### config.mk
export PLATFORM = sky130hd
export DESIGN_NAME = tmrps_top
export DESIGN_NICKNAME = d
export VERILOG_FILES = /design/src/inc/tmrps_pkg.sv /design/src/inc/tmrps_ps_if.sv /design/src/hw/tmrps_prescaler.sv /design/src/hw/tmrps_phase.sv /design/src/hw/tmrps_top.sv
export VERILOG_INCLUDE_DIRS = /design/src /design/src/inc
export SDC_FILE = /design/constraint.sdc
export NUM_CORES = 1
export LEC_CHECK = 0
export BUFFER_PORTS_ARGS = -buffer_cell sky130_fd_sc_hd__buf_2
export CORE_MARGIN = 2
export CORE_UTILIZATION = 30
export CTS_CLUSTER_DIAMETER = 60
export DETAILED_ROUTE_END_ITERATION = 16
export PLACE_DENSITY = 0.46
export SLEW_MARGIN = 20
export SYNTH_ARGS = -nofsm -noshare
export SYNTH_HDL_FRONTEND = slang
export SYNTH_HIERARCHICAL = 1
export SYNTH_SLANG_ARGS = --single-unit
### constraint.sdc
create_clock -name I_CLK -period 3 [get_ports I_CLK]
set_input_delay 0.45 -clock I_CLK [delete_from_list [all_inputs] [get_ports I_CLK]]
set_output_delay 0.45 -clock I_CLK [all_outputs]
set_load 0.05 [all_outputs]
### src/inc/tmrps_map.svh
/*
 * Register offsets, field positions, reset values and counter widths of the
 * eight-bit timer with its shared prescaler.
 * Assumes inclusion by bare name from the package and the design modules.
 */
`ifndef TMRPS_MAP_SVH
`define TMRPS_MAP_SVH

// Register byte addresses on the plain register port
`define TMRPS_ADDR_W 4
`define TMRPS_OFS_COUNT 4'h0
`define TMRPS_OFS_OPTION 4'h1
`define TMRPS_OFS_INTCTL 4'h2
`define TMRPS_OFS_STATUS 4'h3
`define TMRPS_OFS_CLEAR 4'h4
`define TMRPS_OFS_ENABLE 4'h5
`define TMRPS_OFS_CTRL 4'h6
`define TMRPS_OFS_WDOG 4'h7

// Option register fields
`define TMRPS_OPT_RATIO_LSB 0
`define TMRPS_OPT_RATIO_MSB 2
`define TMRPS_OPT_PSA 3
`define TMRPS_OPT_SRC 5
`define TMRPS_OPT_EDGE 4
`define TMRPS_OPT_RESET 8'hFF

// Interrupt control register fields
`define TMRPS_IC_FLAG 2
`define TMRPS_IC_IE 5
`define TMRPS_IC_GIE 7
`define TMRPS_IC_RESET 8'h00
`define TMRPS_IC_MASK 8'hA4

// Event status bits
`define TMRPS_EV_OVF 0
`define TMRPS_EV_WDTO 1
`define TMRPS_EV_W 2

// Control register fields
`define TMRPS_CTL_SLEEP 0
`define TMRPS_CTL_WCLR 1

// Counter widths and reset values
`define TMRPS_PS_W 8
`define TMRPS_PS_ZERO 8'h00
`define TMRPS_CNT_ZERO 8'h00
`define TMRPS_CNT_ONES 8'hFF
`define TMRPS_DATA_ZERO 8'h00

`endif

### src/inc/tmrps_pkg.sv
/*
 * Types shared by the timer modules.
 * Assumes tmrps_map.svh is on the include path.
 */
package tmrps_pkg;
	`include "tmrps_map.svh"

	// Prescaler owner
	typedef enum logic {
		TMRPS_OWN_TIMER = 1'b0,
		TMRPS_OWN_WDOG = 1'b1
	} tmrps_owner_t;

	// Four internal phases of one instruction cycle
	typedef enum logic [3:0] {
		TMRPS_Q1 = 4'h1,
		TMRPS_Q2 = 4'h2,
		TMRPS_Q3 = 4'h4,
		TMRPS_Q4 = 4'h8
	} tmrps_phase_t;
endpackage

### src/inc/tmrps_ps_if.sv
/*
 * Carrier between the timer core and its shared prescaler.
 * Assumes one clock domain; the core drives the controls.
 */
`timescale 1ns/100ps
interface tmrps_ps_if;
	logic tick_in;
	logic clear;
	logic [2:0] ratio;
	logic owner_wdog;
	logic ps_out;
	modport core (output tick_in, output clear, output ratio,
		output owner_wdog, input ps_out);
	modport ps (input tick_in, input clear, input ratio,
		input owner_wdog, output ps_out);
endinterface

### src/hw/tmrps_prescaler.sv
/*
 * The single shared prescaler: a ripple-style count of input ticks whose
 * selected bit falling gives one output pulse.
 * Assumes ticks are one-cycle pulses from the owner's clock path.
 */
`timescale 1ns/100ps
`include "tmrps_map.svh"
module tmrps_prescaler
	import tmrps_pkg::*;
#(
	parameter int PS_W = `TMRPS_PS_W
) (
	input wire logic i_clk,
	input wire logic i_arst_n,
	tmrps_ps_if.ps bus
);
	logic [PS_W-1:0] cnt_reg;
	logic [PS_W-1:0] cnt_next;
	logic fire;

	// Code n fires as bit n falls, every 2^(n+1)-th tick; a rising bit
	// would fire after only half the ratio following a clear
	assign cnt_next = cnt_reg + {{(PS_W-1){1'b0}}, 1'b1};
	assign fire = bus.tick_in
		&& (cnt_reg[bus.ratio] && !cnt_next[bus.ratio]);

	// Count is internal only; clear from counter write or watchdog clear
	always_ff @(posedge i_clk or negedge i_arst_n) begin
		if (!i_arst_n) begin
			cnt_reg <= `TMRPS_PS_ZERO;
		end else if (bus.clear) begin
			cnt_reg <= `TMRPS_PS_ZERO;
		end else if (bus.tick_in) begin
			cnt_reg <= cnt_next;
		end
	end

	// One output pulse per full division
	always_ff @(posedge i_clk or negedge i_arst_n) begin
		if (!i_arst_n) begin
			bus.ps_out <= 1'b0;
		end else begin
			bus.ps_out <= fire && !bus.clear;
		end
	end
endmodule

### src/hw/tmrps_phase.sv
/*
 * Four-phase sequencer standing in for the instruction-cycle clock phases,
 * with the two-stage sampling of the counter-mode tick on Q2 and Q4.
 * Assumes the external clock input is already synchronous to i_clk.
 */
`timescale 1ns/100ps
module tmrps_phase
	import tmrps_pkg::*;
(
	input wire logic i_clk,
	input wire logic i_arst_n,
	input wire logic i_src,
	output logic o_sync,
	output logic o_q4
);
	tmrps_phase_t ph_reg;
	logic smp2_reg;
	logic smp4_reg;

	// Phase rotation Q1 to Q4
	always_ff @(posedge i_clk or negedge i_arst_n) begin
		if (!i_arst_n) begin
			ph_reg <= TMRPS_Q1;
		end else begin
			unique case (ph_reg)
				TMRPS_Q1: ph_reg <= TMRPS_Q2;
				TMRPS_Q2: ph_reg <= TMRPS_Q3;
				TMRPS_Q3: ph_reg <= TMRPS_Q4;
				TMRPS_Q4: ph_reg <= TMRPS_Q1;
			endcase
		end
	end

	// Sample on Q2, resample on Q4; a pulse leaves once per rise
	always_ff @(posedge i_clk or negedge i_arst_n) begin
		if (!i_arst_n) begin
			smp2_reg <= 1'b1; // High, so an idle-high pin shows no edge
			smp4_reg <= 1'b1;
			o_sync <= 1'b0;
		end else begin
			if (ph_reg == TMRPS_Q2) begin
				smp2_reg <= i_src;
			end
			if (ph_reg == TMRPS_Q4) begin
				smp4_reg <= smp2_reg;
			end
			o_sync <= (ph_reg == TMRPS_Q4) && smp2_reg && !smp4_reg;
		end
	end

	// Instruction-cycle tick for timer mode
	always_ff @(posedge i_clk or negedge i_arst_n) begin
		if (!i_arst_n) begin
			o_q4 <= 1'b0;
		end else begin
			o_q4 <= (ph_reg == TMRPS_Q3);
		end
	end
endmodule

### src/hw/tmrps_top.sv
/*
 * Eight-bit timer sharing one prescaler with the watchdog, with option,
 * interrupt control and event registers on a plain register port.
 * Assumes a single 100 MHz clock, synchronous external clock input and a
 * master that issues one-cycle strobes and never waits.
 */
// Local design decisions: the address map and the plain strobed port.
// Contract
// One prescaler serves either the timer or the watchdog, never both.
// Assign bit zero gives the prescaler to the timer, else watchdog.
// Three-bit ratio field picks one of eight ratios, 1:2 to 1:256.
// Undivided timer counting only when the watchdog owns the prescaler.
// Prescaler count is neither readable nor writable by software.
// Writing the timer count clears the prescaler while timer owns it.
// Watchdog clear resets watchdog and prescaler while watchdog owns it.
// Timer-to-watchdog switch follows the fixed clear-assign-clear sequence.
// Watchdog-to-timer switch clears first, then writes option at once.
// Interrupt condition raised when the count wraps from FFh to 00h.
// Overflow flag sets on every wrap regardless of the enable.
// Only software clears the overflow flag, by writing zero.
// Overflow forwarded as a request only while the enable is set.
// Count holds during sleep, so overflow never wakes the core.
// External clock sampled on Q2 and Q4 phases in counter mode.
// Ratio code n divides by two to the power n plus one.
// Count advances per clock-path pulse, prescaled or direct.
`timescale 1ns/100ps
`include "tmrps_map.svh"
module tmrps_top
	import tmrps_pkg::*;
#(
	parameter int WDOG_W = 16
) (
	input wire logic I_CLK,
	input wire logic I_ARST_N,
	input wire logic [`TMRPS_ADDR_W-1:0] I_ADDR,
	input wire logic [7:0] I_WDATA,
	input wire logic I_WR,
	input wire logic I_RD,
	input wire logic I_EXT_CLK,
	output logic [7:0] O_RDATA,
	output logic O_IRQ,
	output logic O_TMR_IRQ,
	output logic O_WDOG_TIMEOUT
);
	tmrps_ps_if ps_bus ();

	logic [7:0] count_reg;
	logic [7:0] option_reg;
	logic [7:0] intctl_reg;
	logic [`TMRPS_EV_W-1:0] status_reg;
	logic [`TMRPS_EV_W-1:0] enable_reg;
	logic sleep_reg;
	logic [WDOG_W-1:0] wdog_reg;
	logic ext_sync;
	logic q4_tick;
	logic [7:0] wdog_msb;
	logic wr_count, wr_option, wr_intctl, wr_clear, wr_enable, wr_ctrl;
	logic wdog_clear;
	logic owner_wdog;
	logic src_ext;
	logic edge_fall;
	logic raw_tick;
	logic timer_tick;
	logic wdog_tick;
	logic wrap;
	logic [`TMRPS_EV_W-1:0] ev_now;

	// Write decode; reads have no side effect on any state
	assign wr_count = I_WR && (I_ADDR == `TMRPS_OFS_COUNT);
	assign wr_option = I_WR && (I_ADDR == `TMRPS_OFS_OPTION);
	assign wr_intctl = I_WR && (I_ADDR == `TMRPS_OFS_INTCTL);
	assign wr_clear = I_WR && (I_ADDR == `TMRPS_OFS_CLEAR);
	assign wr_enable = I_WR && (I_ADDR == `TMRPS_OFS_ENABLE);
	assign wr_ctrl = I_WR && (I_ADDR == `TMRPS_OFS_CTRL);
	assign wdog_clear = wr_ctrl && I_WDATA[`TMRPS_CTL_WCLR];

	// Ownership and clock source selection
	assign owner_wdog = option_reg[`TMRPS_OPT_PSA];
	assign src_ext = option_reg[`TMRPS_OPT_SRC];
	assign edge_fall = option_reg[`TMRPS_OPT_EDGE];

	tmrps_phase u_phase (
		.i_clk(I_CLK),
		.i_arst_n(I_ARST_N),
		.i_src(I_EXT_CLK ^ edge_fall),
		.o_sync(ext_sync),
		.o_q4(q4_tick)
	);

	// Timer clock path: instruction cycle or synchronised external edge
	assign raw_tick = src_ext ? ext_sync : q4_tick;

	// Prescaler is fed by exactly one owner at a time
	assign ps_bus.owner_wdog = owner_wdog;
	assign ps_bus.ratio = option_reg[`TMRPS_OPT_RATIO_MSB:`TMRPS_OPT_RATIO_LSB];
	assign ps_bus.tick_in = owner_wdog ? q4_tick : raw_tick;
	assign ps_bus.clear = owner_wdog ? wdog_clear : wr_count;

	tmrps_prescaler u_ps (
		.i_clk(I_CLK),
		.i_arst_n(I_ARST_N),
		.bus(ps_bus.ps)
	);

	// Direct path when the watchdog owns the prescaler
	assign timer_tick = owner_wdog ? raw_tick : ps_bus.ps_out;
	assign wdog_tick = owner_wdog ? ps_bus.ps_out : q4_tick;

	// Wrap from all ones to zero on a counting tick
	assign wrap = timer_tick && !sleep_reg && !wr_count
		&& (count_reg == `TMRPS_CNT_ONES);

	// Timer count: writes win over counting; frozen during sleep
	always_ff @(posedge I_CLK or negedge I_ARST_N) begin
		if (!I_ARST_N) begin
			count_reg <= `TMRPS_CNT_ZERO;
		end else if (wr_count) begin
			count_reg <= I_WDATA;
		end else if (timer_tick && !sleep_reg) begin
			count_reg <= count_reg + 8'h01;
		end
	end

	// Option register; software sequences guard ownership changes
	always_ff @(posedge I_CLK or negedge I_ARST_N) begin
		if (!I_ARST_N) begin
			option_reg <= `TMRPS_OPT_RESET;
		end else if (wr_option) begin
			option_reg <= I_WDATA;
		end
	end

	// Interrupt control: hardware sets the flag, software writes zero
	always_ff @(posedge I_CLK or negedge I_ARST_N) begin
		if (!I_ARST_N) begin
			intctl_reg <= `TMRPS_IC_RESET;
		end else begin
			if (wr_intctl) begin
				intctl_reg <= I_WDATA & `TMRPS_IC_MASK;
			end
			if (wrap) begin
				intctl_reg[`TMRPS_IC_FLAG] <= 1'b1;
			end
		end
	end

	// Sleep control, held until software releases it
	always_ff @(posedge I_CLK or negedge I_ARST_N) begin
		if (!I_ARST_N) begin
			sleep_reg <= 1'b0;
		end else if (wr_ctrl) begin
			sleep_reg <= I_WDATA[`TMRPS_CTL_SLEEP];
		end
	end

	// Watchdog count; its timeout is reported, not acted on here
	always_ff @(posedge I_CLK or negedge I_ARST_N) begin
		if (!I_ARST_N) begin
			wdog_reg <= '0;
		end else if (wdog_clear) begin
			wdog_reg <= '0;
		end else if (wdog_tick) begin
			wdog_reg <= wdog_reg + {{(WDOG_W-1){1'b0}}, 1'b1};
		end
	end

	// Top byte of the watchdog; a narrow watchdog reads zero-extended
	if (WDOG_W >= 8) begin : g_wdog_wide
		assign wdog_msb = wdog_reg[WDOG_W-1 -: 8];
	end else begin : g_wdog_narrow
		assign wdog_msb = {{(8-WDOG_W){1'b0}}, wdog_reg};
	end

	// Sticky event bits; a set in the clear cycle survives
	assign ev_now[`TMRPS_EV_OVF] = wrap;
	assign ev_now[`TMRPS_EV_WDTO] = wdog_tick && !wdog_clear
		&& (&wdog_reg);
	always_ff @(posedge I_CLK or negedge I_ARST_N) begin
		if (!I_ARST_N) begin
			status_reg <= '0;
		end else begin
			status_reg <= (status_reg
				& ~(wr_clear ? I_WDATA[`TMRPS_EV_W-1:0] : '0)) | ev_now;
		end
	end

	// Event enables
	always_ff @(posedge I_CLK or negedge I_ARST_N) begin
		if (!I_ARST_N) begin
			enable_reg <= '0;
		end else if (wr_enable) begin
			enable_reg <= I_WDATA[`TMRPS_EV_W-1:0];
		end
	end

	// Outputs from flip-flops; the flag request needs its enable
	always_ff @(posedge I_CLK or negedge I_ARST_N) begin
		if (!I_ARST_N) begin
			O_IRQ <= 1'b0;
			O_TMR_IRQ <= 1'b0;
			O_WDOG_TIMEOUT <= 1'b0;
		end else begin
			O_IRQ <= |(status_reg & enable_reg);
			O_TMR_IRQ <= intctl_reg[`TMRPS_IC_FLAG]
				&& intctl_reg[`TMRPS_IC_IE];
			O_WDOG_TIMEOUT <= ev_now[`TMRPS_EV_WDTO];
		end
	end

	// Read data in the cycle after the strobe; prescaler has no address
	always_ff @(posedge I_CLK or negedge I_ARST_N) begin
		if (!I_ARST_N) begin
			O_RDATA <= `TMRPS_DATA_ZERO;
		end else if (I_RD) begin
			unique case (I_ADDR)
				`TMRPS_OFS_COUNT: O_RDATA <= count_reg;
				`TMRPS_OFS_OPTION: O_RDATA <= option_reg;
				`TMRPS_OFS_INTCTL: O_RDATA <= intctl_reg;
				`TMRPS_OFS_STATUS: O_RDATA <= {6'h00, status_reg};
				`TMRPS_OFS_ENABLE: O_RDATA <= {6'h00, enable_reg};
				`TMRPS_OFS_CTRL: O_RDATA <= {7'h00, sleep_reg};
				`TMRPS_OFS_WDOG: O_RDATA <= wdog_msb;
				default: O_RDATA <= `TMRPS_DATA_ZERO;
			endcase
		end else begin
			O_RDATA <= `TMRPS_DATA_ZERO;
		end
	end
endmodule

---- Word level (Yosys, flattened, before mapping) ----
Index checks and enable logic that the tools add are counted.
Widths: inputs -> output; s select.
word-level totals
  bits in registers ....................... 68
  word-level logic and storage cells ...... 92
  output and inout port bits .............. 11
operators by class
  order comparisons ....................... 1
  multiplexer cells ....................... 21
  add/sub/neg operators ................... 3
  eq/ne operators ......................... 12
  bitwise operators ....................... 5
  reductions and logical operators ........ 31
operators with widths
  cell                   count
  $pmux 8 s7             1
  $mux 8                 5
  $mux 16                2
  $eq 4x3->1 const B     5
  $logic_and 1x1->1      18
  $add 16x1->16 const B  1
  $add 8x1->8 const B    2
  $pmux 4 s4             1
  $reduce_and 16->1      1
  $eq 4x2->1 const B     3
  $eq 4x1->1 const B     2
  $eq 8x8->1 const B     1
  $mux 1                 8
  $reduce_bool 2->1      4
  $bmux 1 s3             2
  $logic_not 1->1        6
  $and 2x2->2            2
  $eq 4x4->1 const B     1
  $logic_not 4->1        1
  $lt 3x4->1 const B     1
  $mux 3                 1
  $mux 2                 1
  $not 2->2              1
  $or 2x2->2             1
  2 further kinds        2

---- Depth between registers and ports, before layout ----
Gate-level depths: netlist (run 1).
  depth in word-level cells ............... 7
  mapped depth ............................ 9
  gate-level depth less buffers ........... 7

---- Cells and area by module ----
Netlist (run 1), hierarchy kept.
modules (own cells, without submodules)
  module           times used  cells each  sequential area each (µm²)  area each (µm²)
  tmrps_top        1           249         1286.2                      2570.0
  tmrps_prescaler  1           66          225.2                       629.4
  tmrps_phase      1           19          203.9                       330.3

---- Worst setup path before layout (run 1) ----
OpenSTA, ideal clock, no wires.
  kind .................................... input-to-reg
  start point ............................. input port I_ADDR[0]
  end point ............................... register u_ps.bus.ps_out
  required time ........................... 2.905 ns
  buffers on the path ..................... 3
  stages on the path ...................... 8
  setup time .............................. 0.095 ns
  path slack .............................. 0.846 ns
  data arrival time ....................... 2.059 ns
  cells stage by stage .................... clkbuf_1 > nor2_1 > nand3_1 > clkbuf_1 > o21ai_1 > buf_4 > or3b_2 > o32ai_2
on the way
  cells in the longest elaborated chain, start to end .. 6
  elaborated cells on any way between the ends .. 8
  classes of those cells .................. 1 x eq/ne; 1 x mux; 6 x reduce/logical
ends and longest elaborated chain
  item                    line                   source
  start: declaration      tmrps_top.sv:35        input wire logic [`TMRPS_ADDR_W-1:0] I_ADDR,
  $eq 4x3->1              n/a
  $logic_and 1x1->1       tmrps_top.sv:74        assign wr_ctrl = I_WR && (I_ADDR == `TMRPS_OFS_CTRL);
  $logic_and 1x1->1       tmrps_top.sv:75        assign wdog_clear = wr_ctrl && I_WDATA[`TMRPS_CTL_WCLR];
  $mux 1 (*)              tmrps_top.sv:97        assign ps_bus.clear = owner_wdog ? wdog_clear : wr_count;
  net ps_bus.clear        tmrps_ps_if.sv:8       logic clear;
  $logic_not 1->1 (*)     tmrps_prescaler.sv:43  bus.ps_out <= fire && !bus.clear;
  $logic_and 1x1->1 (*)   tmrps_prescaler.sv:43
  end signal: assignment  tmrps_prescaler.sv:43
  end: declaration        tmrps_ps_if.sv:15      input owner_wdog, output ps_out);
The timed path passes the listed nets; every way through them passes the cells marked *.
A chain may end at the register's enable or synchronous reset.

---- Worst setup path in the final report (run 1) ----
Ends and elaborated chain as after synthesis.

==> summary.txt, run 1 <==
Run status
  • Status: completed

STA
  • Final Hold Fails: 0
  • Setup Skew: around 9.4 ps
  • Achievable frequency: approximately 520 MHz
  • Setup ws final: 1090 ps
  • Slew margin rel.: around 52%
  • Period Utilization, post-route: 63.5%
  • Worst slew pin tran: between 700 and 800 ps
  • RSZ-0062 raised after global routing: no
  • Min cycle time layout: roughly 1900 ps
  • Final setup violation count: 0
  • Slew Viols, Final: 0
  • Fin Setup TNS: 0 ps
  • Final hold slack: 74.5 ps

Pwr
  • Sequential fraction of design power: between 40% and 50%
  • Sw Share: around a third
  • Clock Power Share: approximately a third
  • P_leak: 1.72 nW
  • Maximum VDD drop: around 0.26 mV
  • Internal Power: approximately 2.3 mW
  • Switching power total: approximately 1.1 mW
  • Total power draw: 3.32 mW
  • Proportion of power drawn by combinational gates: slightly above 20%
  • Power Density: 809 mW/mm^2

Drt
  • DR WL/cell: 15.0 um
  • DRT antenna net count: 0
  • Via-per-instance ratio: ~5
  • Drt total wl: about 7700 um
  • DRT iter0 DRCs: 64
  • DR vias: 2499
  • DRC errors left: 0
  • First drt pass iteration count: 4

Synth
  • #FFs+latches synth: 68
  • Post-synth top flop: dfrtp_1
  • Sequential area share after synthesis: approximately 49%
  • Post-synth EDFFs: 0
  • Synthesized Nets: around 350
  • Yosys cell types: 56
  • Mapped Area: 0.00353 mm^2
  • Avg Inst Size Synth: 10.6 um^2
  • Ys Warns: 6
  • Post-synth ARST share: 100%
  • Cells after synthesis: 334

Global routing
  • Vias in the first global route: between 2000 and 3000
  • Antenna violations before repair: 0
  • GRT met1 Usage: 17.6%
  • Met2 Resource Use GR: between 20 and 25%
  • First-pass GRT wire length: roughly 13000 um
  • Largest net degree at the start of global routing: 29
  • Total global-route track usage: 13.3%
  • Total gr overflow: 0
  • Layer with the highest usage: met2
  • Grt met3 use: 3.83%

Clock tree
  • CTS resizes: 0
  • CTS tree: built
  • Num CTS Buffers: 9
  • Worst-Skew Late Latency: 330 ps
  • CTS root buf: clkbuf_16
  • Deepest clock path buffer count: 2
  • H-Tree Depth: 3
  • Clk pin slew, worst setup/hold paths: 60 ps
  • Post-CTS Hold Fix Bufs: 0
  • Postcts setup bufs: 0
  • Clock Sinks: 68

Setup path
  • Largest fanout on the critical path: 18
  • Crit end category: register
  • Crit path kind: input port to register
  • Critical-path top delay cell: or3b_2
  • Critical path launch point type: input port
  • Buffers and inverters on the worst path: 2
  • Critical Path RT: roughly 3200 ps
  • FF-to-FF setup slack: around 1100 ps
  • CP peak stage delay: ~560 ps
  • CP delay by family, top: simple AND/OR/NAND/NOR gates
  • CP arrival: roughly 2100 ps
  • CP Cell Sequence: buf_2 -> nor2_1 -> nand3_1 -> buf_4 -> o21ai_1 -> or3b_2 -> o32ai_2

Placement
  • DP Area: roughly 0.0038 mm^2
  • Routability cong.: about 0.90
  • DP Wirelength: ~5600 um
  • DP Worst Slack: between 700 and 800 ps
  • Port Buffer Count: 27

Floorplanning
  • Die ar.: roughly 0.013 mm^2
  • Row cnt: 39
  • Die Y-Extent: roughly 110 um
  • Die W: 112 um
  • Boundary pin count: 28
  • Initial core utilization: between 30 and 40%
  • Core Region: approximately 0.011 mm^2

Min path
  • Hold Crit Class: input port to async pin

Finish
  • Layout Nets: between 300 and 400
  • Antenna cells: 0
  • Max reg flops: 16
  • Layout area overhead: 16.3%
  • Layout cells sized above 1: a little over a fifth
  • Post-Layout Inst Area: 0.00411 mm^2
  • Filler cells: roughly 1100

Run
  • Max cap viols: 0
==> power groups by stage <==
| stage | Combinational [mW] | Clock (mW) | Sequential, mW |
|---|---|---|---|
| floorplan | 0.568 | 0 | 1.44 |
| global placement | 0.677 | 0 | 1.55 |
| detailed placement | 0.683 | 0 | 1.55 |
| CTS | 0.691 | 1.15 | 1.53 |
| global route | 0.771 | 1.19 | 1.58 |
| finish | 0.683 | 1.11 | 1.53 |
==> routing by layer <==
metal,up-vias,part of all wire [%]
met4,0,2.3
met5,-,0
met2,41,45
met1,1204,49
li1,1240,-
met3,14,3.9
==> area by class of cell <==
| type | count | area [um^2] | share of cell area, % |
|---|---|---|---|
| Clock buffer | 11 | 233 | 5.67 |
| Inverter | 4 | 15.0 | 0.366 |
| Multi-Input combinational cell | 249 | 1720 | 41.9 |
| Timing Repair Buffer | 31 | 165 | 4.02 |
| Clock inverter | 5 | 77.6 | 1.89 |
| Sequential cell | 68 | 1720 | 41.8 |
| Tap cell | 143 | 179 | 4.36 |
==> cell families (layout without fill, tap and decap cells) <==
| kind of cell | after synthesis | in the layout | synth area share (%) |
|---|---|---|---|
| AO/OA/AOI/OAI | 44 | 44 | 8.37 |
| multiplexers | 32 | 32 | 10.4 |
| adder cells (fa/ha/maj) | 3 | 3 | 1.06 |
| AND/OR/NAND/NOR | 140 | 140 | 21.4 |
| buffers and inverters | 17 | 51 | 2.66 |
| XOR/XNOR | 30 | 30 | 7.44 |
| flip-flops | 68 | 68 | 48.6 |
==> per-stage QoR <==
stage | util [%] | std cells
floorplan | - | 334
global placement | 33.1 | 495
detailed placement | 33.1 | 495
CTS | 35.8 | 511
global route | 35.8 | 511
finish | 35.8 | 511
==> Yosys cell counts (2+ instances only) <==
cell type,instances,area share (%)
dfrtp_1,57,40
nor2_1,45,4.8
nand2_1,26,2.8
xor2_1,23,5.7
nand3_1,16,2.3
a21oi_1,15,2.1
nand4_1,13,2.3
dfstp_2,11,8.2
mux2_1,11,3.5
mux2_2,10,3.2
mux2i_1,9,2.6
o21ai_0,8,1.1
xnor2_1,7,1.7
a22oi_1,6,1.3
clkbuf_1,5,0.53
and2_1,4,0.71
and3_1,4,0.71
inv_1,4,0.43
nor2b_1,4,0.71
nor3_1,4,0.57
a31oi_1,3,0.53
buf_2,3,0.43
buf_4,3,0.64
ha_1,3,1.1
nand4b_1,3,0.74
buf_6,2,0.64
nand2b_1,2,0.35
nor3_2,2,0.57
nor4b_1,2,0.50
nor4b_4,2,1.3
o21ai_1,2,0.28
==> worst paths after layout <==
path                                from                to  depth (start not counted)
setup / recovery               I_ADDR[0]   u_ps/bus.ps_out                          7
hold / removal                  I_ARST_N     intctl_reg[5]                          1
setup reg to reg           option_reg[5]   u_ps/cnt_reg[7]                          6
hold reg to reg            intctl_reg[7]     intctl_reg[7]                          1
max in group asynchronous       I_ARST_N  u_phase/smp4_reg                          2
min in group I_CLK            I_WDATA[6]     option_reg[6]                          2
==> cell usage in the layout (no fill, tap or decap), types with 4 or more instances in the layout <==
master and count:
dfrtp_1 57, nor2_1 45, buf_2 27, nand2_1 26, xor2_1 23, nand3_1 16, a21oi_1 15, nand4_1 13
mux2_1 11, dfstp_2 11, mux2_2 10, mux2i_1 9, clkbuf_16 9, o21ai_0 8, xnor2_1 7, a22oi_1 6
nor2b_1 4, and3_1 4, nor3_1 4, and2_1 4, inv_1 4, buf_4 4
Note: power is estimated with default switching activity, not from simulation.
==> run 2: changes to the inputs <==
Clock period 3 ns to 1.8 ns, I/O delays scaled along.
==> run 2 against run 1 <==
Effect of this change:
- wire length increased by 4.1%
- cell area increased by 5.5%
- worst setup slack got worse by 1000 ps
- sequential cell count unchanged
- first-iteration DRC count increased by 77%
- combinational power increased by 89%
- sequential share of layout area decreased by 2.2 points
- register-to-register slack got worse by 1000 ps
- count of clock-buffer cells in the layout decreased by 1
- via count increased by 3.5%
- critical path type is now register to register
- largest cell class unchanged
- highest routed layer unchanged
==> summary.txt, run 2 (same netlist as run 1, synthesis figures left out) <==
Finish
  • Non-filler cells, final: 529 (was 511)
  • Most frequent cells in the layout: dfrtp_1 (57), nor2_1 (45), buf_2 (27) (unchanged)
  • Max reg flops: 16 (unchanged)
  • Layout Nets: 401 (was 383)
  • Commonest non-fill, non-tap cell in the layout: dfrtp_1 (unchanged)
  • Layout area overhead: 22.7% (was 16.3%)
  • Post-Layout Inst Area: 0.00433 mm^2 (was 0.00411 mm^2)
  • Layout cells sized above 1: 26.4% (was 21.7%)
  • Antenna cells: 0 (unchanged)

Setup path
  • Largest fanout on the critical path: 5 (was 18)
  • FF-to-FF setup slack: 90 ps (was 1100 ps)
  • FF-to-FF End: u_ps/cnt_reg[7] (unchanged)
  • Crit path kind: register to register (was input port to register)
  • Critical path launch point type: register (was input port)
  • CP delay by family, top: simple AND/OR/NAND/NOR gates (unchanged)
  • Critical Path RT: 2020 ps (was 3230 ps)
  • Buffers and inverters on the worst path: 0 (was 2)
  • Number of cells on the critical path: 6 (was 7)
  • CP Cell Sequence: nor2b_1 -> mux2_2 -> and3_1 -> nand4_1 -> xor2_1 -> nor2_1 (was buf_2 -> nor2_1 -> nand3_1 -> buf_4 -> o21ai_1 -> or3b_2 -> o32ai_2)
  • Worst R2R Path Depth: 6 (unchanged)
  • CP peak stage delay: 520 ps (was 560 ps)
  • Crit end category: register (unchanged)
  • Critical-path top delay cell: dfstp_2 (was or3b_2)
  • CP arrival: 1930 ps (was 2130 ps)
  • Worst reg2reg startpoint: option_reg[5] (unchanged)

Pwr
  • Sequential fraction of design power: 41.6% (was 46.1%)
  • Proportion of power drawn by combinational gates: 21.5% (was 20.5%)
  • Internal Power: 4.15 mW (was 2.26 mW)
  • Clock Power Share: 36.9% (was 33.4%)
  • Sw Share: 30.6% (was 32.1%)
  • Power Density: 1380 mW/mm^2 (was 809 mW/mm^2)
  • Maximum VDD drop: 0.555 mV (was 0.258 mV)
  • Switching power total: 1.83 mW (was 1.07 mW)
  • P_leak: 1.85 nW (was 1.72 nW)

Run
  • Max cap viols: 0 (unchanged)

Floorplanning
  • Die W: 112 um (unchanged)
  • Die Y-Extent: 112 um (unchanged)
  • Core Region: 0.0115 mm^2 (unchanged)
  • Initial core utilization: 30.8% (unchanged)
  • Die ar.: 0.0126 mm^2 (unchanged)
  • Row cnt: 39 (unchanged)
  • Boundary pin count: 28 (unchanged)

STA
  • Period Utilization, post-route: a little over nine tenths
  • Final setup violation count: 0 (unchanged)
  • Setup Skew: 8.53 ps (was 9.45 ps)
  • Slew Viols, Final: 0 (unchanged)
  • Achievable frequency: about 590 MHz
  • Fin Setup TNS: 0 ps (unchanged)
  • Worst slew pin tran: 546 ps (was 715 ps)
  • Slew margin rel.: 63.6% (was 52.0%)
  • Min cycle time layout: around 1700 ps
  • RSZ-0062 raised after global routing: no (unchanged)
  • Final Hold Fails: 0 (unchanged)
  • Setup ws final: 92.0 ps (was 1090 ps)

Drt
  • Drt total wl: 7980 um (was 7670 um)
  • DRC errors left: 0 (unchanged)
  • Via-per-instance ratio: 4.89 (about the same)
  • DRT antenna net count: 0 (unchanged)
  • DRT iter0 DRCs: 113 (was 64)
  • First drt pass iteration count: 4 (unchanged)
  • DR vias: 2586 (was 2499)
  • DR WL/cell: 15.1 um (was 15.0 um)

Global routing
  • Grt met3 use: 3.40% (was 3.83%)
  • Total global-route track usage: 13.7% (was 13.3%)
  • Layer with the highest usage: met2 (unchanged)
  • Vias in the first global route: 2583 (was 2570)
  • Total gr overflow: 0 (unchanged)
  • First-pass GRT wire length: 13600 um (was 13200 um)
  • Met2 Resource Use GR: 20.2% (was 20.4%)
  • GRT met1 Usage: 18.7% (was 17.6%)
  • Largest net degree at the start of global routing: 30 (was 29)
  • Antenna violations before repair: 0 (unchanged)

Placement
  • Placed Cells: 511 (was 495)
  • DP Wirelength: 5860 um (was 5610 um)
  • Port Buffer Count: 27 (unchanged)
  • DP Area: 0.00393 mm^2 (was 0.00379 mm^2)
  • Routability cong.: 0.846 (was 0.899)
  • DP Worst Slack: 62.3 ps (was 791 ps)

Clock tree
  • CTS root buf: clkbuf_16 (unchanged)
  • Deepest clock path buffer count: 2 (unchanged)
  • H-Tree Depth: 3 (unchanged)
  • CTS tree: built (unchanged)
  • Num CTS Buffers: 9 (unchanged)
  • Worst-Skew Late Latency: 330 ps (about the same)
  • Clock Sinks: 68 (unchanged)
  • Clk pin slew, worst setup/hold paths: 60 ps (about the same)

Min path
  • WHS Endpoint: intctl_reg[7]
  • Hold Crit Class: input port to register (was input port to async pin)
  • Hold_sp: I_WDATA[7]
  • Hold depth: 2

Run status
  • Status: completed (unchanged)
[run 2: through the flow]
stage                     utilization (%)  hold slack [ps]  power (mW)
after floorplan                         -            -25.6        3.34
after global placement               34.3              282        3.76
after detailed placement             34.3              293        3.79
after CTS                            37.6              185        6.04
after global routing                 37.8              191        6.37
final                                37.8              184        5.99
[run 2: how the worst max path moves through the flow]
stage | slack, ps | start | to
floorplan | 7 | I_ADDR[0] | u_ps/bus.ps_out
global placement | 70 | option_reg[5] | u_ps/cnt_reg[7]
detailed placement | 60 | option_reg[5] | count_reg[1]
CTS | 40 | option_reg[5] | count_reg[1]
global route | 10 | option_reg[3] | wdog_reg[8]
finish | 90 | option_reg[5] | u_ps/cnt_reg[7]
[run 2: final cells by class]
type                       count  area [um^2]
clock buffer                  10          239
clock inverter                 6          134
fill                        1151         7140
inverter                       4         15.0
multi-input combinational    249         1730
sequential                    68         1720
tap                          143          179
timing repair buffer          49          319
[run 2: metal layers]
| metal | vias to the layer above | wire [um] |
|---|---|---|
| met5 | - | 0 |
| li1 | 1288 | - |
| met3 | 16 | 318 |
| met1 | 1231 | 3960 |
| met2 | 51 | 3430 |
| met4 | 0 | 269 |
[run 2: worst reg2reg max path, cell delays in order, from the launching register on]
cell,delay [ps]
dfstp_2,520
nor2b_1,150
mux2_2,400
and3_1,230
nand4_1,110
xor2_1,150
nor2_1,50
[run 2: timing repair]
item / 4_1_cts / 5_1_grt
setup endpoints to repair: 0 / 7
gates resized for setup: 0 / 3
hold buffers: 1 / 0
hold endpoints to repair: 15 / 0
setup buffers: 0 / 1
[run 2: power by group through the flow]
stage                     logic [mW]  registers, mW  clock network [mW]
after detailed placement        1.27           2.52                   0
after CTS                       1.29           2.49                2.25
final                           1.29           2.49                2.21
after global routing            1.46           2.57                2.34
after floorplan                0.947           2.40                   0
after global placement          1.25           2.51                   0
